===== config.mk =====
export PLATFORM = sky130hd
export DESIGN_NAME = tsb_timer_status
export DESIGN_NICKNAME = d
export VERILOG_FILES = /design/src/rtl/tsb_pkg.sv /design/src/rtl/tsb_capture_sync.sv /design/src/rtl/tsb_timer_status.sv
export VERILOG_INCLUDE_DIRS = /design/src /design/src/rtl
export SDC_FILE = /design/constraint.sdc
export NUM_CORES = 1
export LEC_CHECK = 0
export ABC_CLOCK_PERIOD_IN_PS = 5400
export BUFFER_PORTS_ARGS = -buffer_cell sky130_fd_sc_hd__buf_2
export CORE_ASPECT_RATIO = 1.2
export CORE_MARGIN = 4
export CORE_UTILIZATION = 54
export DETAILED_ROUTE_END_ITERATION = 7
export PLACE_DENSITY = 0.73
export SLEW_MARGIN = 20
export SYNTH_ARGS = -nofsm -noshare
export SYNTH_HDL_FRONTEND = slang
export SYNTH_SLANG_ARGS = --single-unit

===== constraint.sdc =====
create_clock -name SYS_CLK -period 5.4 [get_ports SYS_CLK]
set_input_delay 0.54 -clock SYS_CLK [delete_from_list [all_inputs] [get_ports SYS_CLK]]
set_output_delay 0.54 -clock SYS_CLK [all_outputs]
set_load 0.01 [all_outputs]

===== src/rtl/tsb_regs.svh =====
// register offsets, field positions, reset values of the timer status block
// assumes an 8-bit byte-addressed bus, 4-bit channel-local address
`ifndef TSB_REGS_SVH
`define TSB_REGS_SVH

// ----------------------------------------------------------------
// channel-local byte offsets
// ----------------------------------------------------------------
`define TSB_ADDR_CTRL_STATUS 4'h1
`define TSB_ADDR_COUNT_HI 4'h2
`define TSB_ADDR_COUNT_LO 4'h3
`define TSB_ADDR_CMP_A_HI 4'h4
`define TSB_ADDR_CMP_A_LO 4'h5
`define TSB_ADDR_CMP_B_HI 4'h6
`define TSB_ADDR_CMP_B_LO 4'h7
`define TSB_ADDR_CAPT_HI 4'h8
`define TSB_ADDR_CAPT_LO 4'h9

// ----------------------------------------------------------------
// status/control field positions
// ----------------------------------------------------------------
`define TSB_BIT_CAPTURE_FLAG 7
`define TSB_BIT_MATCH_B_FLAG 6
`define TSB_BIT_MATCH_A_FLAG 5
`define TSB_BIT_WRAP_FLAG 4
`define TSB_BIT_MATCH_B_LEVEL 3
`define TSB_BIT_MATCH_A_LEVEL 2
`define TSB_BIT_CAPTURE_EDGE_SEL 1
`define TSB_BIT_CLEAR_ON_MATCH_A 0
`define TSB_FLAG_LSB 4

// ----------------------------------------------------------------
// reset values
// ----------------------------------------------------------------
`define TSB_RST_CTRL_STATUS 8'h00
`define TSB_RST_COUNT 16'h0000
`define TSB_RST_COMPARE 16'hFFFF
`define TSB_RST_CAPTURE 16'h0000
`define TSB_COUNT_MAX 16'hFFFF

`endif


===== src/rtl/tsb_pkg.sv =====
// types shared by the timer status block
// assumes tsb_regs.svh is on the include path
`default_nettype none

package tsb_pkg;
    // one-hot register select
    typedef enum logic [9:0] {
        TSB_SEL_NONE = 10'h001,
        TSB_SEL_CTRL = 10'h002,
        TSB_SEL_CNT_HI = 10'h004,
        TSB_SEL_CNT_LO = 10'h008,
        TSB_SEL_CMPA_HI = 10'h010,
        TSB_SEL_CMPA_LO = 10'h020,
        TSB_SEL_CMPB_HI = 10'h040,
        TSB_SEL_CMPB_LO = 10'h080,
        TSB_SEL_CAP_HI = 10'h100,
        TSB_SEL_CAP_LO = 10'h200
    } tsb_sel_e;
    typedef logic [7:0] tsb_byte_t;
    typedef logic [15:0] tsb_word_t;
endpackage

`default_nettype wire


===== src/rtl/tsb_capture_sync.sv =====
// capture pin synchroniser with edge detection
// assumes an asynchronous pin and an active-low asynchronous reset
`default_nettype none

module tsb_capture_sync
(
    // clock and reset
    input wire logic clk,
    input wire logic rst_b,
    // pin and edges
    input wire logic pin,
    output logic rise,
    output logic fall
);
    logic meta;
    logic sync;
    logic prev;

    // ------------------------------------------------------------
    // two-stage synchroniser, then edge history
    // ------------------------------------------------------------
    always_ff @(posedge clk or negedge rst_b)
    begin
        if (!rst_b)
        begin
            meta <= 1'b0;
            sync <= 1'b0;
            prev <= 1'b0;
        end
        else
        begin
            meta <= pin;
            sync <= meta;
            prev <= sync;
        end
    end

    assign rise = sync & ~prev;
    assign fall = ~sync & prev;
endmodule

`default_nettype wire


===== src/rtl/tsb_timer_status.sv =====
// timer channel: status/control register, counter, compares, capture
// assumes an 8-bit cpu bus on SYS_CLK with one-cycle read/write strobes
`include "tsb_regs.svh"
`default_nettype none

// How it works
// - capture event copies counter to capture register and sets capture flag
// - writing 1 to flag bits 7..4 never changes them; 0 may clear
// - software clears a flag only after reading it as 1 first
// - transfer controller service of capture or compare clears that flag
// - compare B flag sets when counter equals compare B value
// - compare A flag sets when counter equals compare A value
// - wrap flag sets when counter goes from all ones to zero
// - wrap flag cleared only by read-then-write-0, never by transfer controller
// - bit 3 picks level driven on compare B pin at match
// - bit 2 picks level driven on compare A pin at match
// - bit 1 picks capture edge: 0 falling, 1 rising
// - bit 0 set clears the counter on compare A match
// - status/control register is zero after reset and in standby
// - counter, compares and capture share one 8-bit holding latch
// - upper write goes to latch; lower write loads all 16 bits
// - upper read latches lower byte; lower read returns latch
// - compare register reads bypass the holding latch
// - four interrupt lines, each flag and its enable
// - match signal fires on the last equal state, before advance
// - capture still copies the counter when its flag is already set
// - capture during an upper capture read is delayed one cycle
module tsb_timer_status
(
    // clock and reset
    input wire logic SYS_CLK,
    input wire logic RST_B,
    input wire logic STANDBY,
    // cpu byte bus
    input wire logic [3:0] CPU_ADDR,
    input wire logic CPU_RD,
    input wire logic CPU_WR,
    input wire tsb_pkg::tsb_byte_t CPU_WDATA,
    output tsb_pkg::tsb_byte_t CPU_RDATA,
    // counter tick and capture pin
    input wire logic COUNT_TICK,
    input wire logic CAPTURE_PIN,
    // enables from the control register
    input wire logic [3:0] IRQ_ENABLE,
    input wire logic OUT_ENABLE_A,
    input wire logic OUT_ENABLE_B,
    // transfer controller service strobes
    input wire logic XFER_SERVE_CAPTURE,
    input wire logic XFER_SERVE_MATCH_A,
    input wire logic XFER_SERVE_MATCH_B,
    // compare pins
    output logic COMPARE_A_OUT_PIN,
    output logic COMPARE_B_OUT_PIN,
    // interrupt requests
    output logic CAPTURE_IRQ,
    output logic MATCH_A_IRQ,
    output logic MATCH_B_IRQ,
    output logic WRAP_IRQ
);
    import tsb_pkg::*;

    // ------------------------------------------------------------
    // address decode
    // ------------------------------------------------------------
    function automatic tsb_sel_e tsb_decode(input logic [3:0] addr);
        case (addr)
            `TSB_ADDR_CTRL_STATUS: tsb_decode = TSB_SEL_CTRL;
            `TSB_ADDR_COUNT_HI: tsb_decode = TSB_SEL_CNT_HI;
            `TSB_ADDR_COUNT_LO: tsb_decode = TSB_SEL_CNT_LO;
            `TSB_ADDR_CMP_A_HI: tsb_decode = TSB_SEL_CMPA_HI;
            `TSB_ADDR_CMP_A_LO: tsb_decode = TSB_SEL_CMPA_LO;
            `TSB_ADDR_CMP_B_HI: tsb_decode = TSB_SEL_CMPB_HI;
            `TSB_ADDR_CMP_B_LO: tsb_decode = TSB_SEL_CMPB_LO;
            `TSB_ADDR_CAPT_HI: tsb_decode = TSB_SEL_CAP_HI;
            `TSB_ADDR_CAPT_LO: tsb_decode = TSB_SEL_CAP_LO;
            default: tsb_decode = TSB_SEL_NONE;
        endcase
    endfunction

    tsb_sel_e sel;
    logic wr_ctrl;
    logic rd_ctrl;
    logic [7:0] ctrl;
    logic [3:0] flags;
    logic [3:0] armed;
    logic [3:0] flag_set;
    logic [3:0] sw_clr;
    logic [3:0] xfer_clr;
    tsb_word_t free_counter;
    tsb_word_t compare_a_value;
    tsb_word_t compare_b_value;
    tsb_word_t capture_value;
    tsb_byte_t hold;
    logic match_a;
    logic match_b;
    logic wrap;
    logic cap_rise;
    logic cap_fall;
    logic cap_edge;
    logic cap_hi_read;
    logic cap_pending;
    logic cap_fire;
    localparam tsb_byte_t rst_ctrl = `TSB_RST_CTRL_STATUS;

    assign sel = tsb_decode(CPU_ADDR);
    assign wr_ctrl = CPU_WR && (sel == TSB_SEL_CTRL);
    assign rd_ctrl = CPU_RD && (sel == TSB_SEL_CTRL);
    assign flags = ctrl[7:`TSB_FLAG_LSB];

    // ------------------------------------------------------------
    // compare match, wrap and capture events
    // ------------------------------------------------------------
    assign match_a = COUNT_TICK && (free_counter == compare_a_value);
    assign match_b = COUNT_TICK && (free_counter == compare_b_value);
    assign wrap = COUNT_TICK && (free_counter == `TSB_COUNT_MAX);

    tsb_capture_sync u_capture_sync
    (
        .clk(SYS_CLK),
        .rst_b(RST_B),
        .pin(CAPTURE_PIN),
        .rise(cap_rise),
        .fall(cap_fall)
    );

    assign cap_edge = ctrl[`TSB_BIT_CAPTURE_EDGE_SEL] ? cap_rise : cap_fall;
    assign cap_hi_read = CPU_RD && (sel == TSB_SEL_CAP_HI);
    assign cap_fire = (cap_edge && !cap_hi_read) || cap_pending;

    always_ff @(posedge SYS_CLK or negedge RST_B)
    begin
        if (!RST_B)
            cap_pending <= 1'b0;
        else if (STANDBY)
            cap_pending <= 1'b0;
        else
            cap_pending <= cap_edge && cap_hi_read;
    end

    // ------------------------------------------------------------
    // status flags
    // ------------------------------------------------------------
    assign flag_set = {cap_fire, match_b, match_a, wrap};
    assign xfer_clr = {XFER_SERVE_CAPTURE, XFER_SERVE_MATCH_B,
        XFER_SERVE_MATCH_A, 1'b0};

    genvar gi;
    generate
        for (gi = 0; gi < 4; gi = gi + 1)
        begin : g_flag
            // only a write of 0 after a read of 1 clears
            assign sw_clr[gi] = wr_ctrl && !CPU_WDATA[gi + `TSB_FLAG_LSB]
                && armed[gi];

            always_ff @(posedge SYS_CLK or negedge RST_B)
            begin
                if (!RST_B)
                    ctrl[gi + `TSB_FLAG_LSB] <= 1'b0;
                else if (STANDBY)
                    ctrl[gi + `TSB_FLAG_LSB] <= 1'b0;
                else if (flag_set[gi])
                    ctrl[gi + `TSB_FLAG_LSB] <= 1'b1;
                else if (sw_clr[gi] || xfer_clr[gi])
                    ctrl[gi + `TSB_FLAG_LSB] <= 1'b0;
            end

            always_ff @(posedge SYS_CLK or negedge RST_B)
            begin
                if (!RST_B)
                    armed[gi] <= 1'b0;
                else if (STANDBY || wr_ctrl)
                    armed[gi] <= 1'b0;
                else if (rd_ctrl && flags[gi])
                    armed[gi] <= 1'b1;
                else if (!flags[gi])
                    armed[gi] <= 1'b0;
            end
        end
    endgenerate

    // ------------------------------------------------------------
    // control bits
    // ------------------------------------------------------------
    always_ff @(posedge SYS_CLK or negedge RST_B)
    begin
        if (!RST_B)
            ctrl[3:0] <= rst_ctrl[3:0];
        else if (STANDBY)
            ctrl[3:0] <= rst_ctrl[3:0];
        else if (wr_ctrl)
            ctrl[3:0] <= CPU_WDATA[3:0];
    end

    // ------------------------------------------------------------
    // counter
    // ------------------------------------------------------------
    always_ff @(posedge SYS_CLK or negedge RST_B)
    begin
        if (!RST_B)
            free_counter <= `TSB_RST_COUNT;
        else if (STANDBY)
            free_counter <= `TSB_RST_COUNT;
        else if (CPU_WR && sel == TSB_SEL_CNT_LO)
            free_counter <= {hold, CPU_WDATA};
        else if (match_a && ctrl[`TSB_BIT_CLEAR_ON_MATCH_A])
            free_counter <= `TSB_RST_COUNT;
        else if (COUNT_TICK)
            free_counter <= free_counter + 16'h0001;
    end

    // ------------------------------------------------------------
    // compare and capture registers
    // ------------------------------------------------------------
    always_ff @(posedge SYS_CLK or negedge RST_B)
    begin
        if (!RST_B)
        begin
            compare_a_value <= `TSB_RST_COMPARE;
            compare_b_value <= `TSB_RST_COMPARE;
        end
        else if (STANDBY)
        begin
            compare_a_value <= `TSB_RST_COMPARE;
            compare_b_value <= `TSB_RST_COMPARE;
        end
        else if (CPU_WR && sel == TSB_SEL_CMPA_LO)
            compare_a_value <= {hold, CPU_WDATA};
        else if (CPU_WR && sel == TSB_SEL_CMPB_LO)
            compare_b_value <= {hold, CPU_WDATA};
    end

    always_ff @(posedge SYS_CLK or negedge RST_B)
    begin
        if (!RST_B)
            capture_value <= `TSB_RST_CAPTURE;
        else if (STANDBY)
            capture_value <= `TSB_RST_CAPTURE;
        else if (cap_fire)
            capture_value <= free_counter;
    end

    // ------------------------------------------------------------
    // shared holding latch
    // ------------------------------------------------------------
    always_ff @(posedge SYS_CLK or negedge RST_B)
    begin
        if (!RST_B)
            hold <= 8'h00;
        else if (STANDBY)
            hold <= 8'h00;
        else if (CPU_WR && (sel == TSB_SEL_CNT_HI || sel == TSB_SEL_CMPA_HI
            || sel == TSB_SEL_CMPB_HI))
            hold <= CPU_WDATA;
        else if (CPU_RD && sel == TSB_SEL_CNT_HI)
            hold <= free_counter[7:0];
        else if (cap_hi_read)
            hold <= capture_value[7:0];
    end

    // ------------------------------------------------------------
    // read data
    // ------------------------------------------------------------
    always_ff @(posedge SYS_CLK or negedge RST_B)
    begin
        if (!RST_B)
            CPU_RDATA <= 8'h00;
        else if (CPU_RD)
        begin
            case (sel)
                TSB_SEL_CTRL: CPU_RDATA <= ctrl;
                TSB_SEL_CNT_HI: CPU_RDATA <= free_counter[15:8];
                TSB_SEL_CNT_LO: CPU_RDATA <= hold;
                TSB_SEL_CMPA_HI: CPU_RDATA <= compare_a_value[15:8];
                TSB_SEL_CMPA_LO: CPU_RDATA <= compare_a_value[7:0];
                TSB_SEL_CMPB_HI: CPU_RDATA <= compare_b_value[15:8];
                TSB_SEL_CMPB_LO: CPU_RDATA <= compare_b_value[7:0];
                TSB_SEL_CAP_HI: CPU_RDATA <= capture_value[15:8];
                TSB_SEL_CAP_LO: CPU_RDATA <= hold;
                default: CPU_RDATA <= 8'h00;
            endcase
        end
    end

    // ------------------------------------------------------------
    // compare pins
    // ------------------------------------------------------------
    always_ff @(posedge SYS_CLK or negedge RST_B)
    begin
        if (!RST_B)
        begin
            COMPARE_A_OUT_PIN <= 1'b0;
            COMPARE_B_OUT_PIN <= 1'b0;
        end
        else if (STANDBY)
        begin
            COMPARE_A_OUT_PIN <= 1'b0;
            COMPARE_B_OUT_PIN <= 1'b0;
        end
        else
        begin
            if (match_a && OUT_ENABLE_A)
                COMPARE_A_OUT_PIN <= ctrl[`TSB_BIT_MATCH_A_LEVEL];
            if (match_b && OUT_ENABLE_B)
                COMPARE_B_OUT_PIN <= ctrl[`TSB_BIT_MATCH_B_LEVEL];
        end
    end

    // ------------------------------------------------------------
    // interrupt lines
    // ------------------------------------------------------------
    always_ff @(posedge SYS_CLK or negedge RST_B)
    begin
        if (!RST_B)
        begin
            CAPTURE_IRQ <= 1'b0;
            MATCH_B_IRQ <= 1'b0;
            MATCH_A_IRQ <= 1'b0;
            WRAP_IRQ <= 1'b0;
        end
        else
        begin
            CAPTURE_IRQ <= flags[3] && IRQ_ENABLE[3];
            MATCH_B_IRQ <= flags[2] && IRQ_ENABLE[2];
            MATCH_A_IRQ <= flags[1] && IRQ_ENABLE[1];
            WRAP_IRQ <= flags[0] && IRQ_ENABLE[0];
        end
    end

    // ------------------------------------------------------------
    // checks
    // ------------------------------------------------------------
    property p_capture_sets;
        @(posedge SYS_CLK) disable iff (!RST_B)
        cap_fire && !STANDBY |=> flags[3] && capture_value == $past(free_counter);
    endproperty
    a_capture_sets: assert property (p_capture_sets)
        else $error("capture did not load value and flag");

    property p_write_one_ignored;
        @(posedge SYS_CLK) disable iff (!RST_B)
        !flags[2] && wr_ctrl && CPU_WDATA[6] && !match_b && !STANDBY |=> !flags[2];
    endproperty
    a_write_one_ignored: assert property (p_write_one_ignored)
        else $error("write of one set a flag");

    property p_clear_needs_read;
        @(posedge SYS_CLK) disable iff (!RST_B)
        flags[0] && !armed[0] && wr_ctrl && !STANDBY |=> flags[0];
    endproperty
    a_clear_needs_read: assert property (p_clear_needs_read)
        else $error("flag cleared without prior read");

    property p_read_then_clear;
        @(posedge SYS_CLK) disable iff (!RST_B)
        rd_ctrl && flags[0] && !STANDBY ##1 !wr_ctrl ##1 wr_ctrl && !CPU_WDATA[4] && !wrap
        |=> !flags[0];
    endproperty
    a_read_then_clear: assert property (p_read_then_clear)
        else $error("read then write zero did not clear");

    property p_xfer_clear;
        @(posedge SYS_CLK) disable iff (!RST_B)
        XFER_SERVE_CAPTURE && !cap_fire |=> !flags[3];
    endproperty
    a_xfer_clear: assert property (p_xfer_clear)
        else $error("service did not clear capture flag");

    property p_match_flags;
        @(posedge SYS_CLK) disable iff (!RST_B)
        (match_a || match_b) && !STANDBY |=> (flags[1] || !$past(match_a))
        && (flags[2] || !$past(match_b));
    endproperty
    a_match_flags: assert property (p_match_flags)
        else $error("compare match flag not set");

    property p_wrap;
        @(posedge SYS_CLK) disable iff (!RST_B)
        COUNT_TICK && free_counter == `TSB_COUNT_MAX && !CPU_WR && !STANDBY
        |=> free_counter == `TSB_RST_COUNT && flags[0];
    endproperty
    a_wrap: assert property (p_wrap)
        else $error("wrap did not set flag");

    property p_clear_on_match;
        @(posedge SYS_CLK) disable iff (!RST_B)
        match_a && ctrl[0] && !CPU_WR && !STANDBY |=> free_counter == 16'h0000;
    endproperty
    a_clear_on_match: assert property (p_clear_on_match)
        else $error("counter not cleared on match a");

    property p_word_write;
        @(posedge SYS_CLK) disable iff (!RST_B)
        CPU_WR && sel == TSB_SEL_CMPA_LO && !STANDBY
        |=> compare_a_value == {$past(hold), $past(CPU_WDATA)};
    endproperty
    a_word_write: assert property (p_word_write)
        else $error("lower write did not load full word");

    property p_cmp_direct_read;
        @(posedge SYS_CLK) disable iff (!RST_B)
        CPU_RD && sel == TSB_SEL_CMPB_LO |=> CPU_RDATA == $past(compare_b_value[7:0]);
    endproperty
    a_cmp_direct_read: assert property (p_cmp_direct_read)
        else $error("compare read went through latch");

    property p_capture_delay;
        @(posedge SYS_CLK) disable iff (!RST_B)
        cap_edge && cap_hi_read && !STANDBY |-> !cap_fire ##1 cap_fire;
    endproperty
    a_capture_delay: assert property (p_capture_delay)
        else $error("capture not delayed by one cycle");

    property p_standby_clear;
        @(posedge SYS_CLK) disable iff (!RST_B)
        STANDBY |=> ctrl == `TSB_RST_CTRL_STATUS || $past(flag_set) != 4'h0;
    endproperty
    a_standby_clear: assert property (p_standby_clear)
        else $error("standby did not clear status register");
endmodule

`default_nettype wire


== Word level (Yosys, flattened, before mapping) ==
Memory sizes are Yosys's and may differ from the RTL's.
Cells that the tools add are included.

* Output and inout port bits: 14
* Bits of input ports: 28
* Bits in read-only memories: 160
* Logic and storage cells: 154
* Memories: 1
* Bits in registers: 102

* Reductions and logical operators: 58
* Add/sub/neg operators: 1
* Multiplexer cells: 48
* Bitwise logic cells: 4
* Eq/ne operators: 17

{| class="wikitable"
|+ Memories
! memory !! depth !! bits a word !! rd ports !! clocked after Yosys merged registers in !! write ports !! RTL line !! text
|-
| (name not given) || 16 || 10 || 1 || 0 || 0 || tsb_timer_status.sv:66 || <nowiki>case (addr)</nowiki>
|}

{| class="wikitable"
|+ Operator list
! operator !! count
|-
| two-way mux 16 bit || 11
|-
| case mux 8 bit (8 select lines) || 1
|-
| == test 16 bit || 2
|-
| logical AND 1 bit || 32
|-
| two-way mux 8 bit || 4
|-
| two-way mux 1 bit || 30
|-
| adder 16 x 1 -> 16 bit, second input constant || 1
|-
| == test 16 bit, second input constant || 1
|-
| inequality test 3 x 1 -> 1 bit, second input constant || 4
|-
| nonzero test 2 bit || 6
|-
| nonzero test 3 bit || 4
|-
| == test 10 bit, second input constant || 1
|-
| == test 10 x 2 -> 1 bit, second input constant || 1
|-
| == test 10 x 3 -> 1 bit, second input constant || 1
|-
| == test 10 x 4 -> 1 bit, second input constant || 1
|-
| == test 10 x 5 -> 1 bit, second input constant || 1
|-
| == test 10 x 6 -> 1 bit, second input constant || 1
|-
| == test 10 x 7 -> 1 bit, second input constant || 1
|-
| == test 10 x 8 -> 1 bit, second input constant || 1
|-
| == test 10 x 9 -> 1 bit, second input constant || 1
|-
| two-way mux 4 bit || 2
|-
| nonzero test 4 bit || 2
|-
| logical OR 1 bit || 7
|-
| zero test 1 bit || 5
|-
| 5 further kinds || 7
|}

== Depth between registers and ports, before layout ==
An unclocked memory read counts as a cell.

* Word-level depth: 9
* Depth in mapped cells: 8
* Depth with buffers taken out: 6

== Modules after synthesis ==
Synthesis repeated with hierarchy kept, for this count alone.

* Cell total of the unflattened synthesis: 536
* Area, all modules: 5594.1 µm²

{| class="wikitable"
|+ Modules (own cells, without submodules)
! module !! cells each !! area each (µm²) !! instances !! sequential area each (µm²)
|-
| tsb_timer_status || 531 || 5504.0 || 1 || 2517.4
|-
| tsb_capture_sync || 5 || 90.1 || 1 || 75.1
|}

== Worst setup path after synthesis ==
No wires, ideal clock.

* Path type: in2reg
* From: input port CPU_ADDR[1]
* To: register capture_value[10]
* Cell stages on the path: 7
* Arrival time: 1.845 ns
* Setup slack: 3.423 ns
* Required time: 5.268 ns
* Setup time: 0.132 ns
* Buffers on the path: 2
* Path through: buf_2 > nor2_2 > nand4b_1 > a21oi_4 > buf_6 > mux2i_1 > nor2_1

* Cells in the longest elaborated chain, start to end: 7

{| class="wikitable"
|+ RTL lines
! item !! RTL line !! text
|-
| start, declared || tsb_timer_status.sv:35 || <nowiki>input wire logic [3:0] CPU_ADDR,</nowiki>
|-
| memory (16 x 10 bit) || n/a ||
|-
| == test 10 x 9 -> 1 bit || tsb_timer_status.sv:127 || <nowiki>assign cap_hi_read = CPU_RD && (sel == TSB_SEL_CAP_HI);</nowiki>
|-
| logical AND 1 bit || tsb_timer_status.sv:127 ||
|-
| zero test 1 bit || tsb_timer_status.sv:128 || <nowiki>assign cap_fire = (cap_edge && !cap_hi_read) || cap_pending;</nowiki>
|-
| logical AND 1 bit || tsb_timer_status.sv:128 ||
|-
| logical OR 1 bit || tsb_timer_status.sv:128 ||
|-
| nonzero test 2 bit (no source line) || n/a ||
|-
| end signal, assigned || tsb_timer_status.sv:235 || <nowiki>capture_value <= `TSB_RST_CAPTURE;</nowiki>
|-
| end signal, assigned || tsb_timer_status.sv:237 || <nowiki>capture_value <= `TSB_RST_CAPTURE;</nowiki>
|-
| end signal, assigned || tsb_timer_status.sv:239 || <nowiki>capture_value <= free_counter;</nowiki>
|-
| end, declared || tsb_timer_status.sv:92 || <nowiki>tsb_word_t capture_value;</nowiki>
|}

No other way between the ends.
A chain may end at the register's enable or synchronous reset.

== Final worst setup path ==
* From: register free_counter[0]
* To: register free_counter[3]

* Cells in the longest elaborated chain, start to end: 6
* Elaborated cells between the ends (all ways): 9
* Classes of those cells: 1 x add/sub; 1 x eq/ne; 4 x mux; 3 x reduce/logical

{| class="wikitable"
|+ RTL lines
! item !! RTL line !! text
|-
| start, declared || tsb_timer_status.sv:89 || <nowiki>tsb_word_t free_counter;</nowiki>
|-
| start signal, assigned || tsb_timer_status.sv:200 || <nowiki>free_counter <= `TSB_RST_COUNT;</nowiki>
|-
| start signal, assigned || tsb_timer_status.sv:202 || <nowiki>free_counter <= `TSB_RST_COUNT;</nowiki>
|-
| start signal, assigned || tsb_timer_status.sv:204 || <nowiki>free_counter <= {hold, CPU_WDATA};</nowiki>
|-
| parallel branches: the longest is 6 deep, another holds adder 16 x 1 -> 16 bit || n/a ||
|}

Several ways; the timed one is not identified. The select of a mux whose other input is x is not followed.

==> summary.txt <==
status -> complete, no violations
clock insertion delay at the later pin of the skew report -> 0.35 ns
root buf cell -> clkbuf_16
Nets -> 575
Hold Buf Count CTS -> 0
# port buffers -> 41
#FFs+latches synth -> 102
# diodes -> 0
First DRT Iteration DRCs -> 426
site row count -> 40
setup TNS -> 0 ns
Worst R2R Start -> free_counter[0]
fillers -> 838
leak pwr -> 2.62 nW
CTS tree -> yes
top_reg_cell synth -> dfrtp_1
Power Density -> 266 nW/um^2
Slew @ Worst Pin -> 1.03 ns
reg2reg end -> free_counter[3]
YS warnings -> 0
share of cells above drive strength 1 -> 21.8%
clock buffer depth -> 2
max cap viols -> 0
clock slew seen by the registers of the worst setup and hold paths -> 0.06 ns
# setup viols final -> 0
FF-to-FF setup slack -> 2.73 ns
CP Capture Type -> register
die width -> 101 um
num ports -> 42
core box area -> 10100 sq um
syn_nets -> 562
First-pass DRT Iterations -> 5
Routed Wire Length -> 14800 um
Vias -> 4381
number of global-route vias before repair -> 4370
initial antenna violation count -> 0
overall power -> 0.00159 W
Crit path depth -> 5
Synth-to-Final Area Change -> 6.94%
period utilization -> 49.5%
synth unique cells -> 63
post-synthesis sequential area ratio -> 46.2%
CTS resizes -> 0
max incr delay on CP -> 0.83 ns
post-detailed-route DRC marker count -> 0
overflow left after global routing -> 0
crit-path leading delay family -> compound AO/OA/AOI/OAI gates
Syn Std Cell Area -> 5610 sq um
crit path time final -> 2.67 ns
Setup Fix Bufs, Post-CTS -> 0
antenna-violating nets left -> 0
DR WL/cell -> 21.9 um
R2R cell count -> 5
Post-synth EDFFs -> 0
CTS Buf Count -> 9
CP Class -> reg -> reg
Sequential Area -> 2590 sq um
Via density -> 6.48
Multi-input gate area -> 2680 sq um
Hold Fails Final Rpt -> 0
Detail Placement HPWL -> 10700 um
die footprint -> 12100 sq um
Clock Skew -> 0.00576 ns
worst endpoint required time -> 5.58 ns
largest net degree at the start of global routing -> 61
CP arrival -> 2.85 ns
Worst Path Buf+Inv -> 1
startpoint types -> register
Die Ht -> 120 um
Initial Util -> 55.8%
final weighted congestion in routability-driven placement -> 1.02
Synth async-reset ratio -> 100%
Peak VDD IR -> 0.000167 V
CTS sink count -> 102
# H-tree levels -> 3
HP Class -> in -> async
upper clock frequency limit -> 0.374 GHz
crit path max fanout -> 16
slowest CP cell -> o31ai_4
Post-Synthesis Cells -> 533
syn_area_per_cell -> 10.5 sq um
critical path, cell by cell -> inv_1 > a222oi_1 > nand3_1 > o31ai_4 > o21ai_0
first-pass GRT wire length -> 23800 um
RSZ-0062 raised after global routing -> no
max-slew violations -> 0
GRT Util Overall -> 25.6%
headroom to the max-slew limit -> 31.3%
## state kept, by name, indices dropped and copies added (netlist names), 4 cells and up
register	cells
free_counter	16
capture_value	16
compare_a_value	16
hold	8
armed	4
compare_b_value	16
CPU_RDATA	8
ctrl	8
## final cells by class
class	instances	share of cell area [%]
Clock buffer	11	4.05
Clock inverter	4	0.793
Inverter	14	0.876
Multi-Input combinational cell	376	44.7
Sequential cell	102	43.2
Tap cell	126	2.63
Timing Repair Buffer	43	3.71
## routing by layer
layer / up-vias / track usage, % / share of wire, %
met4: 0 / 12.6 / 4.1
met5: - / 0 / 0
met3: 40 / 5.06 / 7.6
li1: 1959 / - / -
met2: 203 / 39.1 / 48
met1: 2179 / 34.7 / 41
## layout by cell type (no fill, tap or decap), types with 3 or more instances in the layout
master      n
o211a_1     4
buf_2      40
nor2_1     35
dfstp_2    32
a22o_1     12
mux2i_1    32
o311ai_0    4
nor3_1      6
nand4_1    11
nor2b_1     5
inv_1      14
xnor2_1    17
nand3b_1    4
clkbuf_16   9
xor2_1     27
a21oi_1    24
a31oi_1     3
o21ai_2    10
nand2_1    45
o22ai_1     3
a22oi_1     5
and3_1      5
o22a_1     32
nand3_1    11
nor4_1      7
nand2b_1    5
and2_1      6
a221oi_1    3
buf_4       3
mux2_2      7
dfrtp_1    70
o21ai_0    13
nand4b_1    3
## stage by stage
stage                     util (%)  std cells  hold slack [ns]  instance area (sq um)  setup WS (ns)
after global placement        56.7        661            0.336                   5710           2.62
after detailed placement      56.7        661            0.343                   5710           2.48
after CTS                     59.6        676            0.178                   6000           2.71
after global routing          59.6        676            0.200                   6000           2.63
after floorplan                  -        533            0.244                   5610           3.42
final                         59.6        676            0.169                   6000           2.73
## cell families (layout without fill, tap and decap cells)
logic type                 after synthesis  after routing  share of synthesized area (%)
adders and majority gates                1              1                          0.223
xor gates and xnor gates                45             45                           7.16
DFF                                    102            102                           46.2
muxes                                   41             41                           7.92
AOI/OAI and AO/OA                      133            133                           18.4
and+or+nand+nor                        156            156                           14.1
buffers and inverters                   55             72                           5.96
## synthesized netlist by cell type, types with 9 or more instances
| cell type | number | area (sq um) |
|---|---|---|
| a22o_1 | 12 | 105 |
| xor2_1 | 27 | 236 |
| buf_6 | 12 | 135 |
| buf_2 | 14 | 70.1 |
| nand4_1 | 11 | 68.8 |
| mux2i_1 | 32 | 320 |
| o22a_1 | 32 | 280 |
| dfrtp_1 | 70 | 1750 |
| xnor2_1 | 17 | 149 |
| inv_1 | 14 | 52.6 |
| nor2_1 | 35 | 131 |
| nand2_1 | 45 | 169 |
| o21ai_0 | 13 | 65.1 |
| dfstp_2 | 32 | 841 |
| nand3_1 | 11 | 55.1 |
| o21ai_2 | 10 | 87.6 |
| a21oi_1 | 24 | 120 |
| clkbuf_1 | 9 | 33.8 |
## worst register-to-register path, stage by stage (launching register included)
cell and delay (ns):
dfrtp_1 0.61, inv_1 0.12, a222oi_1 0.46, nand3_1 0.24, o31ai_4 0.84, o21ai_0 0.24
## power breakdown
group          total, W  switching, W  internal (W)
combinational  0.000149     0.0000967     0.0000519
sequential     0.000808     0.0000234      0.000785
clock          0.000636      0.000269      0.000368
total           0.00159      0.000389       0.00120
## worst max-delay path by stage
stage,start,end,slack (ns)
floorplan,CPU_ADDR[1],capture_value[10],3.42
global placement,CPU_ADDR[0],free_counter[12],2.62
detailed placement,CPU_ADDR[0],free_counter[5],2.48
CTS,free_counter[0],free_counter[3],2.71
global route,free_counter[7],free_counter[3],2.63
finish,free_counter[0],free_counter[3],2.73
(Power assumes the default switching activity.)
